File: src/hw/dmx_rx_pkg.sv
// Contract
// - Valid break restarts slot counting.
// - First slot after mark is start code.
// - Start code 0x00 marks dimming payload.
// - Slot is start, eight data, two stops.
// - Slots beyond 512 ignored until break.
// - Any inter-slot gap keeps alignment; a gap reaching TIMEOUT_CYC cycles ends the packet instead.
// - Idle before break produces no slots.
// - Each device captures consecutive slots from start.
// - Device count configurable, sample uses three.
// - Sample devices start at slots 1, 5, 9.
// - Sample devices capture two channels each.
// - Two slots combine into one intensity value.
// - Capture timer measures line low for break.
// - Interval timer flags receive timeout.
// - Each device's channels readable separately.
// - Link common output held low.
`default_nettype none
package dmx_rx_pkg;

  // ----------------------------------------
  // Timing
  // ----------------------------------------
  localparam int CLK_HZ = 20_000_000;
  localparam int CLK_MHZ = CLK_HZ / 1_000_000;
  localparam int BAUD = 250_000;
  localparam int BIT_CYC = CLK_HZ / BAUD;
  localparam int HALF_CYC = BIT_CYC / 2;
  localparam int BREAK_MIN_US = 88;
  localparam int BREAK_CYC = BREAK_MIN_US * CLK_MHZ;
  localparam int TIMEOUT_US = 1000;
  localparam int TIMEOUT_CYC_DFLT = TIMEOUT_US * CLK_MHZ;
  localparam int LOW_W = 11;
  localparam int IDLE_W = 16;

  // ----------------------------------------
  // Packet layout
  // ----------------------------------------
  localparam logic [7:0] START_CODE_DIM = 8'h00;
  localparam logic [9:0] LAST_SLOT = 10'h200;
  localparam logic [9:0] SLOT_SAT = 10'h3ff;
  localparam int NUM_DEV = 3;
  localparam int MAX_CHANS = 2;
  localparam logic [9:0] DEV_START [NUM_DEV] = '{10'h001, 10'h005, 10'h009};
  localparam int DEV_CHANS [NUM_DEV] = '{2, 2, 2};
  localparam int FIFO_DEPTH = 16;

  // ----------------------------------------
  // Register map
  // ----------------------------------------
  localparam logic [7:0] REG_CTRL = 8'h00;
  localparam logic [7:0] REG_STATUS = 8'h04;
  localparam logic [7:0] REG_LEVEL0 = 8'h08;
  localparam int CTRL_EN = 0;
  localparam int CTRL_HOLD = 1;
  localparam logic [1:0] CTRL_RESET = 2'h1;
  localparam int ST_FERR = 0;
  localparam int ST_OVR = 1;
  localparam int ST_TOUT = 2;
  localparam int ST_INPKT = 3;
  localparam int ST_CODE = 8;

  // ----------------------------------------
  // Types
  // ----------------------------------------
  typedef struct packed {
    logic sc_ok;
    logic [9:0] slot;
    logic [7:0] data;
  } slot_type;

  typedef struct packed {
    logic [MAX_CHANS-1:0][7:0] chan;
  } dev_chan_type;

  typedef struct packed {
    logic brk;
    logic slot;
    logic tout;
    logic ferr;
    logic ovr;
  } event_type;

  typedef enum logic [2:0] {
    RX_IDLE = 3'h0,
    RX_START = 3'h1,
    RX_DATA = 3'h3,
    RX_STOP1 = 3'h2,
    RX_STOP2 = 3'h6,
    RX_WAIT_HI = 3'h4
  } rx_state_type;

endpackage
`default_nettype wire

File: src/hw/dmx_slot_receiver.sv
// Chosen here: the placing of the registers and the plain strobed port.
`default_nettype none
module slot_fifo
  import dmx_rx_pkg::*;
#(
  parameter int WIDTH = 8,
  parameter int DEPTH = 16
)
(
  input wire logic ref_clk, // System clock
  input wire logic rst, // Synchronous reset
  input wire logic in_valid, // Entry offered
  output logic in_ready, // Room for an entry
  input wire logic [WIDTH-1:0] in_data, // Entry in
  output logic out_valid, // Entry waiting
  input wire logic out_ready, // Drain takes entry
  output logic [WIDTH-1:0] out_data // Oldest entry
);
  localparam int AW = $clog2(DEPTH);
  logic [WIDTH-1:0] mem_q [DEPTH]; // Storage flops
  logic [AW:0] wr_q; // Write pointer, wrap bit on top
  logic [AW:0] rd_q; // Read pointer

  // Full when pointers differ only in the wrap bit; DEPTH must be a power of two
  assign in_ready = (wr_q - rd_q) != (AW+1)'(DEPTH);
  assign out_valid = wr_q != rd_q;
  assign out_data = mem_q[rd_q[AW-1:0]];

  // ----------------------------------------
  // Pointers
  // ----------------------------------------
  always_ff @(posedge ref_clk)
  begin
    if (rst)
    begin
      wr_q <= '0;
      rd_q <= '0;
    end
    else
    begin
      if (in_valid && in_ready)
      begin
        wr_q <= wr_q + 1'b1;
      end
      if (out_valid && out_ready)
      begin
        rd_q <= rd_q + 1'b1;
      end
    end
  end

  // Data storage needs no reset: empty slots are never read
  always_ff @(posedge ref_clk)
  begin
    if (in_valid && in_ready)
    begin
      mem_q[wr_q[AW-1:0]] <= in_data;
    end
  end
endmodule

module dmx_slot_receiver
  import dmx_rx_pkg::*;
#(
  parameter int TIMEOUT_CYC = TIMEOUT_CYC_DFLT
)
(
  input wire logic ref_clk, // System clock, 20 MHz
  input wire logic rst, // Synchronous reset, active high
  input wire logic rx_pin, // Serial line, idle high
  input wire logic [7:0] bus_addr, // Register byte address
  input wire logic [31:0] bus_wdata, // Register write data
  input wire logic bus_wr, // Write strobe
  input wire logic bus_rd, // Read strobe
  output logic [31:0] bus_rdata, // Read data, cycle after strobe
  output logic link_common, // Link common, always low
  output dev_chan_type [NUM_DEV-1:0] dev_chan, // Per-device channel bytes
  output logic [NUM_DEV-1:0][15:0] dev_level, // Per-device intensity
  output logic [NUM_DEV-1:0] dev_update, // Device window completed
  output event_type events, // One-cycle event pulses
  output logic rx_timeout // Line silent too long
);

  // ----------------------------------------
  // Declarations
  // ----------------------------------------
  logic s1_q, s2_q, s3_q; // Pin synchroniser chain
  logic line_q; // Filtered line level
  logic line_prev_q; // Line level one cycle back
  logic line_rise; // Line went high
  logic [LOW_W-1:0] low_cnt_q; // Low duration, saturating
  logic break_evt; // Valid break seen
  logic [IDLE_W-1:0] idle_cnt_q; // Cycles without line activity
  logic tout_evt; // Timeout reached
  rx_state_type state_q; // Slot deserialiser state
  logic [6:0] bit_cnt_q; // Cycles to next sample point
  logic [2:0] bitn_q; // Data bit index
  logic [7:0] shift_q; // Data bits, LSB first
  logic slot_done; // Good slot finished
  logic ferr_evt; // Framing error, not a break
  logic in_packet_q; // A break opened the current packet
  logic [9:0] slot_cnt_q; // Index of the next slot
  logic sc_ok_q; // Start code was the dimming code
  logic [7:0] sc_q; // Last start code
  logic push_valid; // Slot to store
  logic push_ready; // Buffer has room
  slot_type push_e; // Entry to buffer
  logic pop_valid; // Entry waiting
  logic pop_ready; // Router takes entry
  slot_type pop_e; // Entry being routed
  logic [1:0] ctrl_q; // Enable and drain hold
  logic ferr_q; // Sticky framing error
  logic ovr_q; // Sticky overrun
  logic [31:0] rd_mux; // Read value before the flop
  dev_chan_type [NUM_DEV-1:0] chan_q; // Channel storage
  logic [NUM_DEV-1:0] upd_q; // Window done pulses
  logic enable; // Receive enabled

  // Slot s is channel c of device d
  function automatic logic slot_hit(input logic [9:0] s, input int d, input int c);
    return (c < DEV_CHANS[d]) && (s == DEV_START[d] + 10'(c));
  endfunction

  assign enable = ctrl_q[CTRL_EN];
  assign link_common = 1'b0;

  // ----------------------------------------
  // Line synchroniser
  // ----------------------------------------
  // A level change counts once the second and third stages agree
  always_ff @(posedge ref_clk)
  begin
    if (rst)
    begin
      s1_q <= 1'b1;
      s2_q <= 1'b1;
      s3_q <= 1'b1;
      line_q <= 1'b1;
      line_prev_q <= 1'b1;
    end
    else
    begin
      s1_q <= rx_pin;
      s2_q <= s1_q;
      s3_q <= s2_q;
      line_prev_q <= line_q;
      if (s2_q == s3_q)
      begin
        line_q <= s3_q;
      end
    end
  end

  assign line_rise = line_q && !line_prev_q;

  // ----------------------------------------
  // Break capture timer
  // ----------------------------------------
  // Saturating, so a stuck-low line cannot wrap into a short pulse
  always_ff @(posedge ref_clk)
  begin
    if (rst || line_q)
    begin
      low_cnt_q <= '0;
    end
    else if (low_cnt_q != LOW_W'(BREAK_CYC))
    begin
      low_cnt_q <= low_cnt_q + 1'b1;
    end
  end

  assign break_evt = enable && line_rise && (low_cnt_q == LOW_W'(BREAK_CYC));

  // ----------------------------------------
  // Timeout interval timer
  // ----------------------------------------
  // Any edge restarts it; it parks once expired until activity returns
  always_ff @(posedge ref_clk)
  begin
    if (rst || (line_q != line_prev_q))
    begin
      idle_cnt_q <= '0;
    end
    else if (!tout_evt && !rx_timeout)
    begin
      idle_cnt_q <= idle_cnt_q + 1'b1;
    end
  end

  assign tout_evt = !rx_timeout && (line_q == line_prev_q)
                    && (idle_cnt_q == IDLE_W'(TIMEOUT_CYC - 1));

  always_ff @(posedge ref_clk)
  begin
    if (rst || (line_q != line_prev_q))
    begin
      rx_timeout <= 1'b0;
    end
    else if (tout_evt)
    begin
      rx_timeout <= 1'b1;
    end
  end

  // ----------------------------------------
  // Slot deserialiser
  // ----------------------------------------
  // Samples at bit centres; idle waits for a falling edge of any length
  always_ff @(posedge ref_clk)
  begin
    if (rst || !enable)
    begin
      state_q <= RX_IDLE;
      bit_cnt_q <= '0;
      bitn_q <= '0;
      shift_q <= '0;
    end
    else
    begin
      unique case (state_q)
        RX_IDLE:
        begin
          if (!line_q)
          begin
            state_q <= RX_START;
            bit_cnt_q <= 7'(HALF_CYC - 1);
          end
        end
        RX_START:
        begin
          if (bit_cnt_q != '0)
          begin
            bit_cnt_q <= bit_cnt_q - 1'b1;
          end
          else if (!line_q)
          begin
            state_q <= RX_DATA;
            bit_cnt_q <= 7'(BIT_CYC - 1);
            bitn_q <= '0;
          end
          else
          begin
            // Glitch shorter than half a bit
            state_q <= RX_IDLE;
          end
        end
        RX_DATA:
        begin
          if (bit_cnt_q != '0)
          begin
            bit_cnt_q <= bit_cnt_q - 1'b1;
          end
          else
          begin
            shift_q <= {line_q, shift_q[7:1]};
            bit_cnt_q <= 7'(BIT_CYC - 1);
            bitn_q <= bitn_q + 1'b1;
            if (bitn_q == 3'h7)
            begin
              state_q <= RX_STOP1;
            end
          end
        end
        RX_STOP1:
        begin
          if (bit_cnt_q != '0)
          begin
            bit_cnt_q <= bit_cnt_q - 1'b1;
          end
          else
          begin
            bit_cnt_q <= 7'(BIT_CYC - 1);
            state_q <= line_q ? RX_STOP2 : RX_WAIT_HI;
          end
        end
        RX_STOP2:
        begin
          if (bit_cnt_q != '0)
          begin
            bit_cnt_q <= bit_cnt_q - 1'b1;
          end
          else
          begin
            state_q <= line_q ? RX_IDLE : RX_WAIT_HI;
          end
        end
        RX_WAIT_HI:
        begin
          // Break or bad frame: hold until the line returns to mark
          if (line_q)
          begin
            state_q <= RX_IDLE;
          end
        end
        default:
        begin
          state_q <= RX_IDLE;
        end
      endcase
    end
  end

  assign slot_done = (state_q == RX_STOP2) && (bit_cnt_q == '0) && line_q;
  assign ferr_evt = (state_q == RX_WAIT_HI) && line_q && !break_evt;

  // ----------------------------------------
  // Packet tracking
  // ----------------------------------------
  // Errored slots still advance the count so later addresses stay aligned
  always_ff @(posedge ref_clk)
  begin
    if (rst || !enable || tout_evt)
    begin
      in_packet_q <= 1'b0;
      slot_cnt_q <= '0;
      sc_ok_q <= 1'b0;
      sc_q <= '0;
    end
    else if (break_evt)
    begin
      in_packet_q <= 1'b1;
      slot_cnt_q <= '0;
      sc_ok_q <= 1'b0;
    end
    else if (in_packet_q && (slot_done || ferr_evt) && (slot_cnt_q != SLOT_SAT))
    begin
      slot_cnt_q <= slot_cnt_q + 1'b1;
      if (slot_cnt_q == '0)
      begin
        sc_q <= shift_q;
        sc_ok_q <= slot_done && (shift_q == START_CODE_DIM);
      end
    end
  end

  // Only data slots 1..512 enter the buffer
  assign push_valid = in_packet_q && slot_done && (slot_cnt_q != '0)
                      && (slot_cnt_q <= LAST_SLOT);
  assign push_e = '{sc_ok: sc_ok_q, slot: slot_cnt_q, data: shift_q};

  slot_fifo #(.WIDTH($bits(slot_type)), .DEPTH(FIFO_DEPTH)) u_fifo (
    .ref_clk(ref_clk),
    .rst(rst),
    .in_valid(push_valid),
    .in_ready(push_ready),
    .in_data(push_e),
    .out_valid(pop_valid),
    .out_ready(pop_ready),
    .out_data(pop_e)
  );

  // Software hold stalls the drain; a serial line cannot wait, so a full
  // buffer drops the slot and raises overrun
  assign pop_ready = !ctrl_q[CTRL_HOLD];

  // ----------------------------------------
  // Device router
  // ----------------------------------------
  always_ff @(posedge ref_clk)
  begin
    if (rst)
    begin
      chan_q <= '0;
      upd_q <= '0;
    end
    else
    begin
      upd_q <= '0;
      if (pop_valid && pop_ready && pop_e.sc_ok)
      begin
        for (int d = 0; d < NUM_DEV; d++)
        begin
          for (int c = 0; c < MAX_CHANS; c++)
          begin
            if (slot_hit(pop_e.slot, d, c))
            begin
              chan_q[d].chan[c] <= pop_e.data;
              upd_q[d] <= (c == DEV_CHANS[d] - 1);
            end
          end
        end
      end
    end
  end

  assign dev_chan = chan_q;
  assign dev_update = upd_q;

  // First slot of the window is the high byte
  always_comb
  begin
    for (int d = 0; d < NUM_DEV; d++)
    begin
      dev_level[d] = {chan_q[d].chan[0], chan_q[d].chan[1]};
    end
  end

  assign events = '{brk: break_evt, slot: slot_done, tout: tout_evt,
                    ferr: ferr_evt, ovr: push_valid && !push_ready};

  // ----------------------------------------
  // Registers
  // ----------------------------------------
  // Sticky flags clear by writing one; a same-cycle event wins
  always_ff @(posedge ref_clk)
  begin
    if (rst)
    begin
      ctrl_q <= CTRL_RESET;
      ferr_q <= 1'b0;
      ovr_q <= 1'b0;
    end
    else
    begin
      if (bus_wr && (bus_addr == REG_CTRL))
      begin
        ctrl_q <= bus_wdata[1:0];
      end
      if (events.ferr)
      begin
        ferr_q <= 1'b1;
      end
      else if (bus_wr && (bus_addr == REG_STATUS) && bus_wdata[ST_FERR])
      begin
        ferr_q <= 1'b0;
      end
      if (events.ovr)
      begin
        ovr_q <= 1'b1;
      end
      else if (bus_wr && (bus_addr == REG_STATUS) && bus_wdata[ST_OVR])
      begin
        ovr_q <= 1'b0;
      end
    end
  end

  // Read decode; unmapped offsets read zero
  always_comb
  begin
    rd_mux = '0;
    if (bus_addr == REG_CTRL)
    begin
      rd_mux[1:0] = ctrl_q;
    end
    else if (bus_addr == REG_STATUS)
    begin
      rd_mux[ST_FERR] = ferr_q;
      rd_mux[ST_OVR] = ovr_q;
      rd_mux[ST_TOUT] = rx_timeout;
      rd_mux[ST_INPKT] = in_packet_q;
      rd_mux[ST_CODE +: 8] = sc_q;
    end
    for (int d = 0; d < NUM_DEV; d++)
    begin
      if (bus_addr == REG_LEVEL0 + 8'(4 * d))
      begin
        rd_mux[15:0] = dev_level[d];
      end
    end
  end

  // Read data stand only in the cycle after the strobe
  always_ff @(posedge ref_clk)
  begin
    if (rst || !bus_rd)
    begin
      bus_rdata <= '0;
    end
    else
    begin
      bus_rdata <= rd_mux;
    end
  end
endmodule
`default_nettype wire

File: config.mk
export PLATFORM = sky130hd
export DESIGN_NAME = dmx_slot_receiver
export DESIGN_NICKNAME = d
export VERILOG_FILES = /design/src/hw/dmx_rx_pkg.sv /design/src/hw/dmx_slot_receiver.sv
export SDC_FILE = /design/constraint.sdc
export NUM_CORES = 1
export LEC_CHECK = 0
export ABC_AREA = 1
export CAP_MARGIN = 15
export CORE_MARGIN = 10
export CORE_UTILIZATION = 57
export CTS_CLUSTER_SIZE = 24
export DETAILED_ROUTE_END_ITERATION = 10
export DONT_BUFFER_PORTS = 1
export PLACE_DENSITY = 0.76
export SKIP_CTS_REPAIR_TIMING = 1
export SYNTH_ARGS = -nofsm -noshare
export SYNTH_HDL_FRONTEND = slang
export SYNTH_SLANG_ARGS = --single-unit
File: constraint.sdc
create_clock -name ref_clk -period 4.1 [get_ports ref_clk]
set_clock_uncertainty 0.15 [all_clocks]
set_input_delay 0.205 -clock ref_clk [delete_from_list [all_inputs] [get_ports ref_clk]]
set_output_delay 0.205 -clock ref_clk [all_outputs]
set_load 0.03 [all_outputs]
==> flow_metrics.tcl <==
set metrics [dict create \
    crit_arrival_ns 3.60 \
    grt_max_degree 58 \
    start_kind "flip-flop" \
    first_iter_violations 1355 \
    dieHeight_um 206.6 \
    vias 14230 \
    cp-end-kind "flip-flop" \
    tns_ns 0 \
    max-clock-path-buffers 3 \
    final_nets 2014 \
    synth_edf_count 304 \
    switching_share_pct 30.05 \
    seqPwrFrac_pct 46.1 \
    fill_cells 2669 \
    io_buffers 0 \
    clockPowerShare_pct 35.1 \
    h-tree-depth 2 \
    tightest_slew_ns 1.019 \
    synthCells 1984 \
    antenna_found_initial 0 \
    boundaryPins 183 \
    wirelength_um 46510 \
    dpl.hpwl_um 28530 \
    critical_path.max_fanout 51 \
    globalRouteOverflowTotal 0 \
    synth_area_sq_um 19850 \
    crit_required_ns 4.41 \
    mostFrequentLayoutCells "edfxtp_1 (304), nand2_1 (287), nor2_1 (237)" \
    cts_buffers 46 \
    setup_ws_ns 0.8100 \
    core_area_sq_um 34460 \
    hold_path.class "input port to flip-flop" \
    maxCapViolCount 0 \
    finalCritPeriodShare_pct 80.25 \
    drt-vias-per-instance 5.828 \
    drive_gt1_share_pct 7.952 \
    fmax_mhz 303.9 \
    cts_root_buffer "clkbuf_16" \
    pre_cts_slack_ns 0.8706 \
    yosys_warnings 0 \
    dieArea_sq_um 42700 \
    avgSynthCellArea_sq_um 10.01 \
    rsz0062_at_grt "no" \
    synth_flop_cell "edfxtp_1" \
    ant_nets 0 \
    antenna_cells 0 \
    ir_drop_uv 344.6 \
    clkTransAtPathRegs_ns 0.07 \
    path_class "flip-flop to flip-flop" \
    hold_viol_final 0 \
    grt_pass1_vias 13380 \
    final_common_cell "edfxtp_1" \
    track_usage_pct 21.19 \
    die_x_um 206.6 \
    dr.pass1.iters 7 \
    gp_congestion 0.8992 \
    drc_errors 0 \
    insertion_delay_ns 0.57 \
    p_comb_share_pct 18.8 \
    maxSlewHeadroom_pct 31.88 \
    grt_pass1_wl_um 71500 \
    status "complete, no violations" \
    min_period_ns 3.290 \
    start_util_pct 57.62 \
    power_leakage_nw 7.483 \
    rows 68 \
    ys_types 52 \
    internal_power_mw 7.787 \
    yosys_register_bits 463 \
    synthToLayoutAreaGrowth_pct 7.953 \
    postSynth.asyncResetShare_pct 0 \
    cts_tree "built" \
    p_switching_mw 3.345 \
    slew_viol_final 0 \
    setup_viol 0 \
    routedWlPerCell_um 19.04 \
    clock_sinks 463 \
    yosysSeqAreaShare_pct 62.01 \
    power_density_nw_per_um2 519.4 \
]
==> final timing paths <==
check / endpoint / cells past startpoint / startpoint / slack (ns)
worst max-delay path: dev_chan[27]$_SDFFE_PP0P_ / 14 / flip-flop / 0.81
worst min-delay path: bus_rdata[12]$_SDFF_PP0_ / 4 / bus_rd / 0.01
worst max register to register: dev_chan[27]$_SDFFE_PP0P_ / 14 / flip-flop / 0.81
worst min register to register: s2_q$_SDFF_PP1_ / 1 / s1_q$_SDFF_PP1_ / 0.27
==> logic make-up after synthesis <==
group / synth area share (%)
and+or+nand+nor: 17.38
DFF: 62.01
AOI/OAI and AO/OA: 10.23
buffers and inverters: 8.142
xor gates and xnor gates: 1.015
adders and majority gates: 1.197
other: 0.01889
==> synthesized netlist by cell type, types with 2 or more instances <==
cell type	instances	area share [%]
clkbuf_1	42	0.79
o221ai_1	20	0.88
xor2_1	17	0.75
ha_1	19	1.2
nor2_2	3	0.095
nor3_1	27	0.68
edfxtp_1	304	46
nand3b_1	11	0.42
o21ai_1	2	0.050
clkinv_1	5	0.095
a31oi_1	2	0.063
o21a_1	4	0.15
dfxtp_1	159	16
a221oi_1	4	0.18
nor2_4	3	0.17
buf_6	10	0.57
nand3_1	172	4.3
a21oi_1	127	3.2
nand4_1	22	0.69
o211ai_1	24	0.91
nand2_1	287	5.4
a22oi_1	3	0.11
inv_1	143	2.7
inv_2	10	0.19
buf_2	20	0.50
buf_4	84	3.2
a41oi_1	7	0.31
o22ai_1	6	0.19
nor2_1	253	4.8
or2_2	8	0.25
o21ai_0	151	3.8
nor4_1	8	0.25
xnor2_1	6	0.26
buf_1	3	0.057
==> area by class of cell <==
cell class | instances | area [sq um] | area share, %
clock buffers | 64 | 1270 | 5.925
repair buffers | 62 | 515.5 | 2.405
clock inverters | 21 | 126.4 | 0.5896
multi-input cells | 1218 | 6036 | 28.16
inverters | 159 | 599.3 | 2.796
well taps | 455 | 569.3 | 2.656
flip-flops and latches | 463 | 12320 | 57.47
==> power groups by stage <==
stage	clock network, mW	logic [mW]	registers [mW]
6_report	3.91	2.09	5.14
3_3_place_gp	0	1.98	5.23
4_1_cts	3.94	2.07	5.14
5_1_grt	4.14	2.33	5.15
2_1_floorplan	0	1.67	5.16
3_5_place_dp	0	2.05	5.23
==> per-layer routing <==
metal | vias to the layer above | GRT usage, % | share of wire (%)
met1 | 6812 | 27.54 | 40
li1 | 6691 | - | -
met3 | 92 | 4.120 | 8.7
met4 | 0 | 6.620 | 2.3
met2 | 638 | 35.28 | 49
met5 | - | 0 | 0
==> critical path, stage by stage, from the launching register on <==
cell	delay [ns]
dfxtp_4	0.47
inv_4	0.39
buf_4	0.38
nand2_1	0.08
nand3_1	0.08
nand3_1	0.09
nand3_1	0.12
nand2_1	0.05
nor2_1	0.19
nand3_2	0.20
nor2_4	0.12
buf_4	0.45
nand3_1	0.16
nand2_1	0.11
nor2_1	0.04
==> sequential cells by signal (all words and copies together), names as in the netlist, 5 cells and up, named ones only <==
name and cells:
u_fifo.mem_q 304, dev_chan 48, bus_rdata 16, idle_cnt_q 16
low_cnt_q 11, slot_cnt_q 10, sc_q 8, shift_q 8
bit_cnt_q 7, u_fifo.rd_q 5, u_fifo.wr_q 5
==> through the flow <==
step / util (%) / total power, mW / cells / area, sq um / hold WS (ns)
floorplan: - / 6.829 / 2000 / 19910 / 0.1588
global placement: 57.71 / 7.211 / 2342 / 19890 / 0.1336
detailed placement: 57.71 / 7.282 / 2342 / 19890 / 0.1350
CTS: 61.76 / 11.15 / 2427 / 21280 / -0.4751
global route: 62.20 / 11.62 / 2442 / 21430 / 0.04202
finish: 62.20 / 11.13 / 2442 / 21430 / 0.01311
(Power assumes the default switching activity.)
